[config.mk]
export PLATFORM = sky130hd
export DESIGN_NAME = sldw_driver
export DESIGN_NICKNAME = d
export VERILOG_FILES = /design/src/sldw_pkg.sv /design/src/sldw_driver.sv /design/src/sldw_fifo.sv
export SDC_FILE = /design/constraint.sdc
export NUM_CORES = 1
export LEC_CHECK = 0
export BUFFER_PORTS_ARGS = -buffer_cell sky130_fd_sc_hd__buf_2
export CAP_MARGIN = 0
export CORE_MARGIN = 1
export CORE_UTILIZATION = 54
export CTS_CLUSTER_SIZE = 16
export DETAILED_ROUTE_END_ITERATION = 12
export MAX_ROUTING_LAYER = met4
export PLACE_DENSITY = 0.75
export SYNTH_ARGS = -nofsm -noshare
export SYNTH_HDL_FRONTEND = slang
export SYNTH_SLANG_ARGS = --single-unit
[constraint.sdc]
create_clock -name i_clk -period 3.5 [get_ports i_clk]
set_input_delay 0 -clock i_clk [delete_from_list [all_inputs] [get_ports i_clk]]
set_output_delay 0 -clock i_clk [all_outputs]
set_load 0.02 [all_outputs]
[src/sldw_pkg.sv]
// Operation
// Shift serial bits into 16-bit register
// Serial output delays input 16 clocks
// Load strobe copies shift register to latch
// Latch bits set each sink output
// Output gate switches all sinks together
// Strobe rise loads fault status into shifter
// Fault status shifts out with next data
// Inactivity timeout clears all latch bits
// Watchdog expiry leaves shift register intact
// Outputs stay off until new load
// Sample serial input on clock rise
// Latch transparent high, holds on fall
// Gate high releases all sink outputs
// Serial output updates on clock rise
// Clock or strobe edges restart watchdog
// Latch one enables sink, zero disables
package sldw_pkg;
  localparam int unsigned CHANNELS = 16;
  localparam int unsigned CLK_HZ = 50_000_000;
  // Watchdog nominal period in milliseconds
  localparam int unsigned WATCHDOG_PERIOD_MS = 1000;
  localparam int unsigned WATCHDOG_PERIOD_CYC = CLK_HZ / 1000 * WATCHDOG_PERIOD_MS;
  localparam int unsigned FIFO_DEPTH = 8;
  localparam logic [CHANNELS-1:0] LATCH_RESET = 16'h0000;
  localparam logic [CHANNELS-1:0] SHIFT_RESET = 16'h0000;

  // Synchronised pin levels from the host side
  typedef struct packed {
    logic ser_clk;
    logic ser_data;
    logic load;
    logic gate_n;
  } sldw_pins_t;
endpackage : sldw_pkg

[src/sldw_driver.sv]
`timescale 1ns/1ps
module sldw_driver #(
  parameter int unsigned CHANNELS = sldw_pkg::CHANNELS,
  parameter int unsigned WATCHDOG_CYC = sldw_pkg::WATCHDOG_PERIOD_CYC,
  parameter int unsigned FIFO_DEPTH = sldw_pkg::FIFO_DEPTH
) (
  // Clock and reset
  input wire logic i_clk,
  input wire logic i_reset_n,
  // Serial interface pins
  input wire logic i_ser_clk,
  input wire logic i_ser_data,
  input wire logic i_latch_load_strobe,
  input wire logic i_out_gate_n,
  output logic o_ser_data,
  // Open-circuit fault sense, one per channel
  input wire logic [CHANNELS-1:0] i_open_fault,
  // Sink outputs: drive low when enable is high
  output logic [CHANNELS-1:0] o_led_sink_outputs,
  output logic [CHANNELS-1:0] o_led_sink_outputs_oe,
  // Latched word stream for observation
  output logic o_word_valid,
  output logic [CHANNELS-1:0] o_word_data,
  input wire logic i_word_ready
);
  sldw_pkg::sldw_pins_t meta_q, sync_q, prev_q;
  logic [CHANNELS-1:0] fault_m_q, fault_s_q;
  logic [CHANNELS-1:0] shift_q, shift_d;
  logic [CHANNELS-1:0] latch_q, latch_d;
  logic ser_out_q, ser_out_d;
  logic [31:0] wd_q, wd_d;
  logic [CHANNELS-1:0] sink_q, sink_d, sink_oe_q, sink_oe_d;
  logic clk_rise, load_rise, load_fall, activity, wd_expire, wd_clear;
  logic fifo_ready, fifo_push;
  logic fifo_valid;
  logic [CHANNELS-1:0] fifo_data;

  ////////////////////////////////////////////////////////////////
  // Edge helpers, shared by the synchronised serial clock and load strobe pins
  function automatic logic rise_of(input logic now_lvl, input logic old_lvl);
    return now_lvl && !old_lvl;
  endfunction : rise_of

  function automatic logic fall_of(input logic now_lvl, input logic old_lvl);
    return !now_lvl && old_lvl;
  endfunction : fall_of

  function automatic logic toggle_of(input logic now_lvl, input logic old_lvl);
    return now_lvl ^ old_lvl;
  endfunction : toggle_of

  ////////////////////////////////////////////////////////////////
  // Two-stage synchronisers; only the second stage is looked at
  always_ff @(posedge i_clk)
  begin
    if (!i_reset_n)
    begin
      meta_q <= '{ser_clk: 1'b0, ser_data: 1'b0, load: 1'b0, gate_n: 1'b1};
      sync_q <= '{ser_clk: 1'b0, ser_data: 1'b0, load: 1'b0, gate_n: 1'b1};
      prev_q <= '{ser_clk: 1'b0, ser_data: 1'b0, load: 1'b0, gate_n: 1'b1};
      fault_m_q <= '0;
      fault_s_q <= '0;
    end
    else
    begin
      meta_q <= '{ser_clk: i_ser_clk, ser_data: i_ser_data,
                  load: i_latch_load_strobe, gate_n: i_out_gate_n};
      sync_q <= meta_q;
      prev_q <= sync_q;
      fault_m_q <= i_open_fault;
      fault_s_q <= fault_m_q;
    end
  end

  // Edge detection on synchronised levels
  assign clk_rise = rise_of(sync_q.ser_clk, prev_q.ser_clk);
  assign load_rise = rise_of(sync_q.load, prev_q.load);
  assign load_fall = fall_of(sync_q.load, prev_q.load);
  // Any clock or strobe transition counts as activity
  assign activity = toggle_of(sync_q.ser_clk, prev_q.ser_clk)
    || toggle_of(sync_q.load, prev_q.load);
  assign wd_expire = (wd_q == WATCHDOG_CYC - 1);

  ////////////////////////////////////////////////////////////////
  // Watchdog next state; the count parks at the top once expired
  always_comb
  begin
    wd_d = wd_q;
    wd_clear = 1'b0;
    if (activity)
    begin
      wd_d = '0;
    end
    else if (wd_expire)
    begin
      // Parked count keeps the latch cleared until new activity
      wd_clear = 1'b1;
    end
    else
    begin
      wd_d = wd_q + 32'h00000001;
    end
  end

  // Watchdog register
  always_ff @(posedge i_clk)
  begin
    if (!i_reset_n)
    begin
      wd_q <= '0;
    end
    else
    begin
      wd_q <= wd_d;
    end
  end

  ////////////////////////////////////////////////////////////////
  // Shift register and serial out next state
  always_comb
  begin
    shift_d = shift_q;
    ser_out_d = ser_out_q;
    if (clk_rise)
    begin
      // Data sampled with its clock edge; MSB leaves first, 16 edges later
      shift_d = {shift_q[CHANNELS-2:0], sync_q.ser_data};
      ser_out_d = shift_q[CHANNELS-1];
    end
    if (load_rise)
    begin
      // Fault capture overrides a coinciding shift edge
      shift_d = fault_s_q;
    end
  end

  // Shift register and serial out registers; the watchdog never reaches them
  always_ff @(posedge i_clk)
  begin
    if (!i_reset_n)
    begin
      shift_q <= sldw_pkg::SHIFT_RESET;
      ser_out_q <= 1'b0;
    end
    else
    begin
      shift_q <= shift_d;
      ser_out_q <= ser_out_d;
    end
  end

  ////////////////////////////////////////////////////////////////
  // Output latch next state
  always_comb
  begin
    latch_d = latch_q;
    if (wd_clear)
    begin
      // Clears latch only; shift register untouched
      latch_d = sldw_pkg::LATCH_RESET;
    end
    else if (load_rise)
    begin
      // Data word taken before the fault word replaces it; shifts while strobe stays high can carry fault bits into the latch
      latch_d = shift_q;
    end
    else if (sync_q.load && clk_rise)
    begin
      // Transparent to new shifts while strobe high; held once it falls
      latch_d = shift_d;
    end
  end

  // Output latch register
  always_ff @(posedge i_clk)
  begin
    if (!i_reset_n)
    begin
      latch_q <= sldw_pkg::LATCH_RESET;
    end
    else
    begin
      latch_q <= latch_d;
    end
  end

  ////////////////////////////////////////////////////////////////
  // Sink drive: one turns the sink on, gate high releases all
  always_comb
  begin
    sink_d = '0;
    sink_oe_d = sync_q.gate_n ? '0 : latch_q;
  end

  // Sink registers; gate path is three clocks from pin to enable
  always_ff @(posedge i_clk)
  begin
    if (!i_reset_n)
    begin
      sink_q <= '0;
      sink_oe_q <= '0;
    end
    else
    begin
      sink_q <= sink_d;
      sink_oe_q <= sink_oe_d;
    end
  end

  // Latched words on strobe fall go to the observation FIFO; dropped if full
  assign fifo_push = load_fall && fifo_ready;

  sldw_fifo #(
    .WIDTH(CHANNELS),
    .DEPTH(FIFO_DEPTH)
  ) u_fifo (
    .i_clk(i_clk),
    .i_reset_n(i_reset_n),
    .i_in_valid(fifo_push),
    .i_in_data(latch_q),
    .o_in_ready(fifo_ready),
    .o_out_valid(fifo_valid),
    .o_out_data(fifo_data),
    .i_out_ready(i_word_ready)
  );

  assign o_ser_data = ser_out_q;
  assign o_led_sink_outputs = sink_q;
  assign o_led_sink_outputs_oe = sink_oe_q;
  assign o_word_valid = fifo_valid;
  assign o_word_data = fifo_data;
endmodule : sldw_driver

[src/sldw_fifo.sv]
`timescale 1ns/1ps
module sldw_fifo #(
  parameter int unsigned WIDTH = 16,
  parameter int unsigned DEPTH = 8
) (
  // Clock and reset
  input wire logic i_clk,
  input wire logic i_reset_n,
  // Fill side
  input wire logic i_in_valid,
  input wire logic [WIDTH-1:0] i_in_data,
  output logic o_in_ready,
  // Drain side
  output logic o_out_valid,
  output logic [WIDTH-1:0] o_out_data,
  input wire logic i_out_ready
);
  localparam int unsigned AW = $clog2(DEPTH);
  logic [WIDTH-1:0] mem_q [DEPTH];
  logic [AW-1:0] wr_q, wr_d, rd_q, rd_d;
  logic [AW:0] cnt_q, cnt_d;
  logic [WIDTH-1:0] out_q, out_d;
  logic ov_q, ov_d;
  logic push, pop;
  logic [AW:0] used;

  ////////////////////////////////////////////////////////////////
  // Pointer and output register next state; output stage is registered
  always_comb
  begin
    pop = ov_q && i_out_ready;
    push = i_in_valid && (used != (AW+1)'(DEPTH));
    wr_d = wr_q;
    rd_d = rd_q;
    cnt_d = cnt_q;
    out_d = out_q;
    ov_d = ov_q;
    if (pop)
    begin
      ov_d = 1'b0;
    end
    if ((!ov_q || pop) && cnt_q != '0)
    begin
      out_d = mem_q[rd_q];
      ov_d = 1'b1;
      rd_d = (rd_q == AW'(DEPTH - 1)) ? '0 : rd_q + AW'(1);
      cnt_d = cnt_d - (AW+1)'(1);
    end
    if (push)
    begin
      wr_d = (wr_q == AW'(DEPTH - 1)) ? '0 : wr_q + AW'(1);
      cnt_d = cnt_d + (AW+1)'(1);
    end
  end

  // Registers; storage has no reset to keep it small
  always_ff @(posedge i_clk)
  begin
    if (!i_reset_n)
    begin
      wr_q <= '0;
      rd_q <= '0;
      cnt_q <= '0;
      out_q <= '0;
      ov_q <= 1'b0;
    end
    else
    begin
      wr_q <= wr_d;
      rd_q <= rd_d;
      cnt_q <= cnt_d;
      out_q <= out_d;
      ov_q <= ov_d;
      if (push)
      begin
        mem_q[wr_q] <= i_in_data;
      end
    end
  end

  // Output stage counts as a slot, so DEPTH words fit in all
  assign used = cnt_q + (AW+1)'(ov_q);
  assign o_in_ready = (used != (AW+1)'(DEPTH));
  assign o_out_valid = ov_q;
  assign o_out_data = out_q;
endmodule : sldw_fifo

After elaboration in Yosys (flattened, before gate mapping)
Memory sizes are Yosys's and may differ from the RTL's. A register that Yosys moved wholly into a read port is not among the register bits.
Index checks and enable logic that the tools add are counted.
{ "word_totals": {"reg_bits": 134, "latch_bits": 0, "ramBits": 128, "rom_bits": 0, "in_bits": 23, "output_inout_bits": 50, "wordCells": 71, "memories": 1} }
{ "mem_list": {"columns": ["name", "words", "width", "read_ports", "rd_ports_with_merged_regs", "wr", "line", "rtl"], "rows": [
  ["u_fifo.mem_q", 8, 16, 1, 1, 1, "sldw_fifo.sv:19", "logic [WIDTH-1:0] mem_q [DEPTH];"]
]} }
{ "op_classes": {"addsub": 6, "multipliers": 0, "div_mod_pow": 0, "n_lt_le_gt_ge": 0, "n_eq_ne": 4, "n_shift": 0, "mux": 15, "n_bitwise": 3, "n_reduce_logical": 21} }
{ "op_table": {"columns": ["op", "count"], "rows": [
  ["$mux 16", 4],
  ["$add 32x1->32 const B", 1],
  ["$eq 32x26->1 const B", 1],
  ["$logic_and 1x1->1", 8],
  ["$mux 4", 2],
  ["$mux 1", 7],
  ["$add 3x1->3 const B", 2],
  ["$eq 3x3->1 const B", 2],
  ["$mux 3", 2],
  ["$reduce_or 2->1", 3],
  ["$logic_not 1->1", 5],
  ["$add 4x1->4", 1],
  ["$add 4x1->4 const B", 1],
  ["$ne 4x4->1 const B", 1],
  ["$reduce_bool 2->1", 2],
  ["$reduce_bool 4->1", 1],
  ["$sub 4x1->4 const B", 1],
  ["$logic_or 1x1->1", 2],
  ["$xor 1x1->1", 2],
  ["$not 1->1", 1]
]} }

Depth between registers and ports, before layout
Gate-level depths: netlist (run 1).
{ "logic_depth": {"depth_word": 7, "depth_mapped": 9, "depth_no_buf": 7} }

Cells and area by module
From an unflattened synthesis (run 1), not the netlist that was laid out.
{ "unflattened": {"hier_cells": 857, "hier_area_um2": 10991.8} }
{ "modules_own_cells": {"columns": ["mod", "n_inst", "cells_per_inst", "area_per_inst_um2", "seq_area_each_um2"], "rows": [
  ["sldw_fifo", 1, 323, 6027.0, 4384.2],
  ["sldw_driver", 1, 534, 4964.8, 2462.4]
]} }

Worst setup path before layout (run 1)
No wires, ideal clock.
{ "synth_path": {"path_kind": "reg-to-reg", "start": "register u_fifo.ov_q, in the netlist u_fifo.o_out_valid", "end": "memory u_fifo.mem_q[4][0] (enable)", "setup_ps": 430, "t_arrival_ps": 3041, "t_required_ps": 3070, "setup_slack_ps": 29, "path_stages_with_launch": 8, "path_buffers": 1, "period_less_slack_ps": 3471, "cell_sequence": "dfxtp_1 -> ha_1 -> ha_1 -> xor2_1 -> or3_1 -> o21ai_1 -> buf_2 -> nor4_1"} }
{ "synth_via": {"elab_chain_cells": 7} }
{ "synth_rtl": {"columns": ["item", "line", "rtl"], "rows": [
  ["start: declaration", "sldw_fifo.sv:23", "logic ov_q, ov_d;"],
  ["start signal: assignment", "sldw_fifo.sv:73", "ov_q <= ov_d;"],
  ["$add 4x1->4 (*)", "sldw_fifo.sv:82", "assign used = cnt_q + (AW+1)'(ov_q);"],
  ["$ne 4x4->1 (*)", "sldw_fifo.sv:32, sldw_fifo.sv:83", null],
  ["$logic_and 1x1->1", "sldw_driver.sv:211", "assign fifo_push = load_fall && fifo_ready;"],
  ["$logic_and 1x1->1 (*)", "sldw_fifo.sv:32", "push = i_in_valid && (used != (AW+1)'(DEPTH));"],
  ["$mux 1 (*)", "sldw_fifo.sv:74", "if (push)"],
  ["$mux 1 (*)", "sldw_fifo.sv:59", "if (!i_reset_n)"],
  ["$mux 1 (implied by the code) (*)", "sldw_fifo.sv:76", "mem_q[wr_q] <= i_in_data;"],
  ["end: declaration", "sldw_fifo.sv:19", null]
]} }
Mark *: on every way between the ends. The rest lies on a longest branch, timed or not.

Worst setup path after layout (run 1)
{ "layout_path": {"start": "register u_fifo.cnt_q[0]", "end": "memory u_fifo.mem_q[1][4] (enable)"} }
{ "layout_via": {"elab_chain_cells": 7} }
{ "layout_rtl": {"columns": ["item", "line", "rtl"], "rows": [
  ["start: declaration", "sldw_fifo.sv:21", "logic [AW:0] cnt_q, cnt_d;"],
  ["start signal: assignment", "sldw_fifo.sv:71", "cnt_q <= cnt_d;"],
  ["$add 4x1->4 (*)", "sldw_fifo.sv:82", null],
  ["$ne 4x4->1 (*)", "sldw_fifo.sv:32, sldw_fifo.sv:83", null],
  ["$logic_and 1x1->1", "sldw_driver.sv:211", null],
  ["$logic_and 1x1->1 (*)", "sldw_fifo.sv:32", null],
  ["$mux 1 (*)", "sldw_fifo.sv:74", null],
  ["$mux 1 (*)", "sldw_fifo.sv:59", null],
  ["$mux 1 (implied by the code) (*)", "sldw_fifo.sv:76", null]
]} }
Marks and branches as above.

==> results of run 1 <==
[cell type report]
type	count	share of cell area, %
sequential	278	55.6
clock inverter	9	0.599
multi-input combinational	519	29.5
inverter	9	0.274
timing repair buffer	96	5.14
clock buffer	40	6.23
tap	265	2.69
[power by group through the flow]
stage	clock (mW)	combinational, mW	sequential (mW)
after CTS	2.80	1.42	3.69
final	2.75	1.40	3.69
after global routing	2.94	1.54	3.72
after detailed placement	0	1.39	3.76
after floorplan	0	1.03	3.81
after global placement	0	1.37	3.75
[worst reg2reg max path, cell delays in order (launching register included)]
cell and delay, ns:
dfxtp_1 0.45, ha_1 0.22, ha_1 0.16, xor2_1 0.14, or3_1 0.18, o21ai_1 0.08
buf_4 0.20, nor4_2 0.28, buf_4 0.32
[Yosys cell counts, drive strengths merged (2+ instances only)]
cell | n | area (sq um)
dfxtp | 150 | 3000
edfxtp | 128 | 3840
nor2 | 99 | 372
a21oi | 64 | 320
and2 | 57 | 357
nand2 | 39 | 149
mux2i | 36 | 360
buf | 33 | 196
mux4 | 32 | 721
nand3 | 32 | 170
clkbuf | 30 | 113
xor2 | 18 | 158
a211oi | 17 | 128
nor4 | 13 | 96.3
o21ai | 13 | 65.1
or3 | 13 | 81.3
ha | 11 | 138
nor3 | 11 | 55.1
nand4 | 10 | 62.6
inv | 9 | 33.8
and3 | 6 | 38.8
xnor2 | 6 | 52.6
nand2b | 4 | 25.0
and4 | 2 | 17.5
nor3b | 2 | 15.0
nor4b | 2 | 17.5
o211ai | 2 | 15.0
or2 | 2 | 15.0
or3b | 2 | 17.5
[worst paths after layout]
kind / endpoint / slack [ns] / cells after the start
setup / recovery: u_fifo.mem_q[1][4] / 1.16 / 8
hold / removal: u_fifo.o_out_valid / 0.06 / 4
setup reg to reg: u_fifo.mem_q[1][4] / 1.16 / 8
hold reg to reg: sync_q[0] / 0.42 / 1
[cell families after synthesis]
logic type	after synthesis	synth area share (%)
fa+ha+maj	11	1.28
xor+xnor	24	1.96
flops	278	63.9
mux	68	10.1
other cells	1	0.0350
simple gates	298	14.2
buf+inv	72	3.20
compound gates	102	5.38
[state kept, by name, summed over array words and instances, names as in the netlist, 3 cells and up]
name and flops:
meta_q 4, latch_q 16, fault_m_q 16, o_led_sink_outputs_oe 16, shift_q 16, u_fifo.rd_q 3, u_fifo.cnt_q 4, u_fifo.wr_q 3
sync_q 4, wd_q 32, u_fifo.o_out_data 16, u_fifo.mem_q 128, fault_s_q 16
[repair_timing]
item	in CTS	in global routing
hold buffers	21	0
endpoints found under the hold margin	30	0
setup endpoints to repair	0	0
[layer usage]
metal | vias up | wire [microns] | track usage (%)
met2 | 181 | 9430 | 32.2
met1 | 3082 | 9020 | 28.3
met4 | 0 | 433 | 6.00
li1 | 3208 | - | -
met5 | - | 0 | -
met3 | 35 | 986 | 3.29
[stage by stage]
| stage | hold slack, ns | setup slack, ns |
|---|---|---|
| floorplan | 0.101 | 0.0288 |
| global placement | 0.185 | 1.29 |
| detailed placement | 0.184 | 1.25 |
| CTS | 0.0386 | 1.15 |
| global route | 0.103 | 0.979 |
| finish | 0.0610 | 1.16 |
==> results by group, run 1 <==
Floorplan
  – Die area: 20,400 sq um
  – Initial Util: roughly 55%
  – Die Y: 143 microns
  – Die X: 143 microns
  – Rows: 51
  – CORE AREA: 19,500 sq um
  – IO Count: 73

Finish
  – # fillers: roughly 1,400
  – Fin nets: 965
  – # diodes: 0
  – Final cell count without fillers: 1,216
  – Area occupied by multi-input gates: 3640 sq um
  – Area grow syn2layout: 15.0%
  – Commonest non-fill, non-tap cell in the layout: dfxtp_1
  – FF+latch area: 6850 sq um
  – Fin util: between 60 and 70%
  – Post-route cell area: about 12,000 sq um
  – Most frequent cells in the layout: dfxtp_1, edfxtp_1, nor2_1
  – Fraction of layout cells with a size suffix above 1: 17.6%

STA
  – Minimum clock period: 2.34 ns
  – Worst-Margin Slew: 1.05 ns
  – Fmax: 0.427 GHz
  – Unrepaired setup endpoints after global routing: false
  – Hold Fails Final Rpt: 0
  – Final setup vio count: 0
  – Fin crit share: approximately 67%
  – Max-slew violations: 0
  – Setup TNS: 0 ns
  – Skew final: 0.0100 ns
  – Slew HR: 30.2%

Detailed routing
  – Routed WL: roughly 20,000 microns
  – Remaining DRCs: 0
  – WL/cell: 16.3 microns
  – Initial DRC Count: 515
  – Number of detailed-route iterations in the first pass: 5
  – Via density: around 5.4
  – Via count: around 6,500
  – Remaining antenna violation count after routing: 0

Place
  – Gpl congestion: 0.821
  – Placed insts: around 1,100
  – HPWL after DPL: roughly 12,000 microns
  – Port bufs: 56
  – Placed Area: roughly 11,000 sq um

Power
  – Int Pwr: 5.77 mW
  – Leakage: 4.43 nW
  – Sequential share of power: roughly 47%
  – Total power: around 8 mW
  – PwrDens: about 640 nW/um^2
  – Sw frac: 26.4%
  – VDD IR max: 436 uV
  – Gate power share: around 18%
  – Sw power: 2.07 mW
  – Clock power share: 35.0%

Setup path
  – Max incr delay on CP: 0.45 ns
  – Crit-path cells: ha_1 > ha_1 > xor2_1 > or3_1 > o21ai_1 > buf_4 > nor4_2 > buf_4
  – Setup crit start kind: register
  – CP bufs+invs: 2
  – Worst EP arrival: 2.55 ns
  – R2R Path Start: u_fifo.cnt_q[0]
  – Worst path slowest cell: dfxtp_1
  – Crit path max fanout: 16
  – Crit path required time: around 3.7 ns
  – Cell family with most CP delay: buffers and inverters
  – CP endpoint kind: register
  – Crit. Startpoint: u_fifo.cnt_q[0]
  – Kind of critical path: register to register

Clocking
  – H-tree depth: 1
  – CTS clk-pin slew, worst paths: about 0.060 ns
  – CTS Root Cell: clkbuf_16
  – Clock latency on the worst-skew pair: ~0.52 ns
  – CTS Sinks: about 280
  – CTS tree: yes
  – Post_cts resized: 0
  – Buffer depth of the longest clock path: 3
  – Post-CTS Setup Bufs: 0
  – CTS Buf Count: 27

Synthesis
  – Cell variety after synth: 48
  – Gate Count Post-Synth: around 850
  – Syn_area_per_cell: 12.6 sq um
  – Ys flop type: dfxtp_1
  – Ys Warns: 0
  – Number of synthesized flops with an enable pin: 128
  – Register area share after synthesis: 63.9%
  – Post-Syn Area: 10,700 sq um
  – Synth async-reset ratio: 0%
  – Flops & latches, synth: ~280

Global route
  – GRT Overall Usage: 20.7%
  – Largest net degree at the start of global routing: 65
  – Vias in the first global route: 6,076
  – Antenna violations before repair: 0
  – First-pass GRT wire length: approximately 32,000 microns
  – GR Overflow Total: 0

Worst hold path
  – HP Class: primary input to register
  – Hold Crit Start: i_word_ready

Job
  – Maxcap violations: 0

Run status
  – Status: completed
Power figures use the tool's default switching activity.
==> run 2: changes to the inputs <==
Clock period 3.5 ns to 1.9 ns, I/O delays scaled along.
==> results by group, run 2 (synthesized netlist as in run 1, its figures left out) <==
STA
  – Hold Fails Final Rpt: 0 (unchanged)
  – Fin crit share: 109% (+42 points)
  – Fmax: 0.481 GHz (+13%)
  – Max-slew violations: 0 (unchanged)
  – Skew final: 0.00872 ns (-0.00132 ns)
  – Min setup slack post-route: -0.178 ns (-1.33 ns)
  – Worst-Margin Slew: 0.519 ns (-0.529 ns)
  – Slew HR: 65.3% (+35 points)
  – Unrepaired setup endpoints after global routing: true
  – Final setup vio count: 135 (+135)
  – Final hold slack: 0.0400 ns (-0.0210 ns)
  – Minimum clock period: 2.08 ns (-0.267 ns)

Setup path
  – Setup crit start kind: register
  – Max incr delay on CP: 0.35 ns (-0.10 ns)
  – Kind of critical path: register to register
  – CP endpoint kind: register
  – Crit path max fanout: 11 (-5)
  – Crit path required time: 2.19 ns (-1.51 ns)
  – Cell family with most CP delay: simple AND/OR/NAND/NOR gates
  – Worst EP arrival: 2.37 ns (-0.18 ns)
  – Crit-path cells: ha_4 > ha_4 > xor2_1 > or3_4 > o21ai_4 > buf_6 > nor4_4 > buf_6
  – Worst path slowest cell: dfxtp_4
  – CP bufs+invs: 2 (unchanged)

Job
  – Maxcap violations: 0 (unchanged)

Power
  – Leakage: 4.87 nW (+9.9%)
  – PwrDens: 1210 nW/um^2 (+90%)
  – Total power: 16.1 mW (+110%)
  – VDD IR max: 728 uV (+67%)

Finish
  – Fin nets: 1,019 (+5.6%)
  – Fraction of layout cells with a size suffix above 1: 25.4% (+7.9 points)
  – Biggest regs: u_fifo.mem_q (128), wd_q (32)
  – Most frequent cells in the layout: dfxtp_1, edfxtp_1, nor2_1
  – Post-route cell area: 13,400 sq um (+8.3%)
  – Reg with most FFs: u_fifo.mem_q
  – Area grow syn2layout: 24.6%
  – Max reg flops: 128 (unchanged)
  – # diodes: 0 (unchanged)
  – Commonest non-fill, non-tap cell in the layout: dfxtp_1

Floorplan
  – Rows: 51 (unchanged)
  – Die Y: 143 microns (unchanged)
  – Die X: 143 microns (unchanged)
  – Die area: 20,400 sq um (unchanged)
  – Initial Util: 55.1% (unchanged)
  – IO Count: 73 (unchanged)
  – CORE AREA: 19,500 sq um (unchanged)

Run status
  – Status: finished, violations left
  – Violated checks: negative setup slack

Detailed routing
  – Met2 routed WL: 10,900 microns (+16%)
  – DR top layer: met4
  – Met3 Wirelength: 954 microns (-3.2%)
  – Remaining antenna violation count after routing: 0 (unchanged)
  – Number of detailed-route iterations in the first pass: 5 (unchanged)
  – Via count: 6,887 (+5.9%)
  – Routed WL: 21,900 microns (+10%)
  – Initial DRC Count: 492 (-4.5%)
  – Met1 WL: 9490 microns (+5.2%)
  – Via density: 5.42 (+1.3%)
  – WL/cell: 17.2 microns (+5.4%)
  – Remaining DRCs: 0 (unchanged)

Global route
  – GR Overflow Total: 0 (unchanged)
  – Largest net degree at the start of global routing: 41 (-37%)
  – Vias in the first global route: 6,629 (+9.1%)
  – Antenna violations before repair: 0 (unchanged)
  – GRT Overall Usage: 22.5% (+1.8 points)
  – First-pass GRT wire length: 34,500 microns (+8.3%)

Clocking
  – CTS Root Cell: clkbuf_16
  – CTS tree: yes
  – Clock latency on the worst-skew pair: 0.54 ns (+0.02 ns)
  – CTS Sinks: 278 (unchanged)
  – CTS Buf Count: 28 (+3.7%)
  – H-tree depth: 1 (unchanged)
  – Buffer depth of the longest clock path: 3 (unchanged)
  – CTS clk-pin slew, worst paths: 0.06 ns (about the same)

Place
  – Placed Area: 11,700 sq um (+4.2%)
  – HPWL after DPL: 13,100 microns (+5.8%)
  – Port bufs: 56 (unchanged)
  – Gpl congestion: 0.806 (-1.9%)
  – DP Worst Slack: -0.564 ns (-1.81 ns)

Worst hold path
  – HP Class: primary input to register
run 2: changes by cell type in the layout (fill, tap and decap cells not counted), moves of 4 or more:
cell	change
buf_4	+27
buf_6	+17
buf_12	+8
dfxtp_1	-6
nor4_4	+6
bufinv_16	+5
dfxtp_2	+5
ha_1	-5
ha_4	+4
nor4_2	-4
run 2: worst register-to-register path, cell delays in order, from the launching register on:
cell and delay, ns:
dfxtp_4 0.35, ha_4 0.16, ha_4 0.15, xor2_1 0.15, or3_4 0.35, o21ai_4 0.26, buf_6 0.18, nor4_4 0.05
buf_6 0.17
run 2: per-stage QoR:
step                std cells  setup TNS, ns  utilization (%)
floorplan                 869         -31.85                -
global placement         1180         -44.89             60.3
detailed placement       1180         -51.99             60.3
CTS                      1262         -20.53             67.6
global route             1271         -23.49             68.6
finish                   1271         -19.89             68.6
run 2: repair_timing:
action / 4_1_cts / 5_1_grt
gates resized for setup: 21 / 25
setup buffers: 10 / 7
gates cloned: 0 / 3
pin swaps: 14 / 15
hold buffers: 21 / 0
endpoints found under the hold margin: 20 / 0
setup endpoints to repair: 152 / 161
run 2: cell type report:
class	instances	area, sq um
repair buffers	149	1210
well taps	265	332
clock buffers	39	813
multi-input cells	519	3890
fillers	1312	6110
clock inverters	12	215
flip-flops and latches	278	6860
inverters	9	33.8
run 2: per-layer routing:
layer  up-vias  track usage (%)
met5         -                -
met4         0             6.51
met3        44             3.12
met2       193             37.1
met1      3339             29.3
li1       3311                -
run 2: worst paths after layout:
kind	to	startpoint	slack [ns]	cells after the start
worst min register to register	sync_q[0]	meta_q[0]	0.41	1
worst max register to register	u_fifo.mem_q[0][13]	u_fifo.o_out_valid	-0.18	8
worst max-delay path	u_fifo.mem_q[0][13]	u_fifo.o_out_valid	-0.18	8
worst min-delay path	fault_m_q[14]	i_reset_n	0.04	3
run 2: power breakdown:
group	total [mW]	internal (mW)	switching (mW)
clock	6.02	3.79	2.23
combinational	3.39	1.63	1.77
sequential	6.69	6.52	0.173
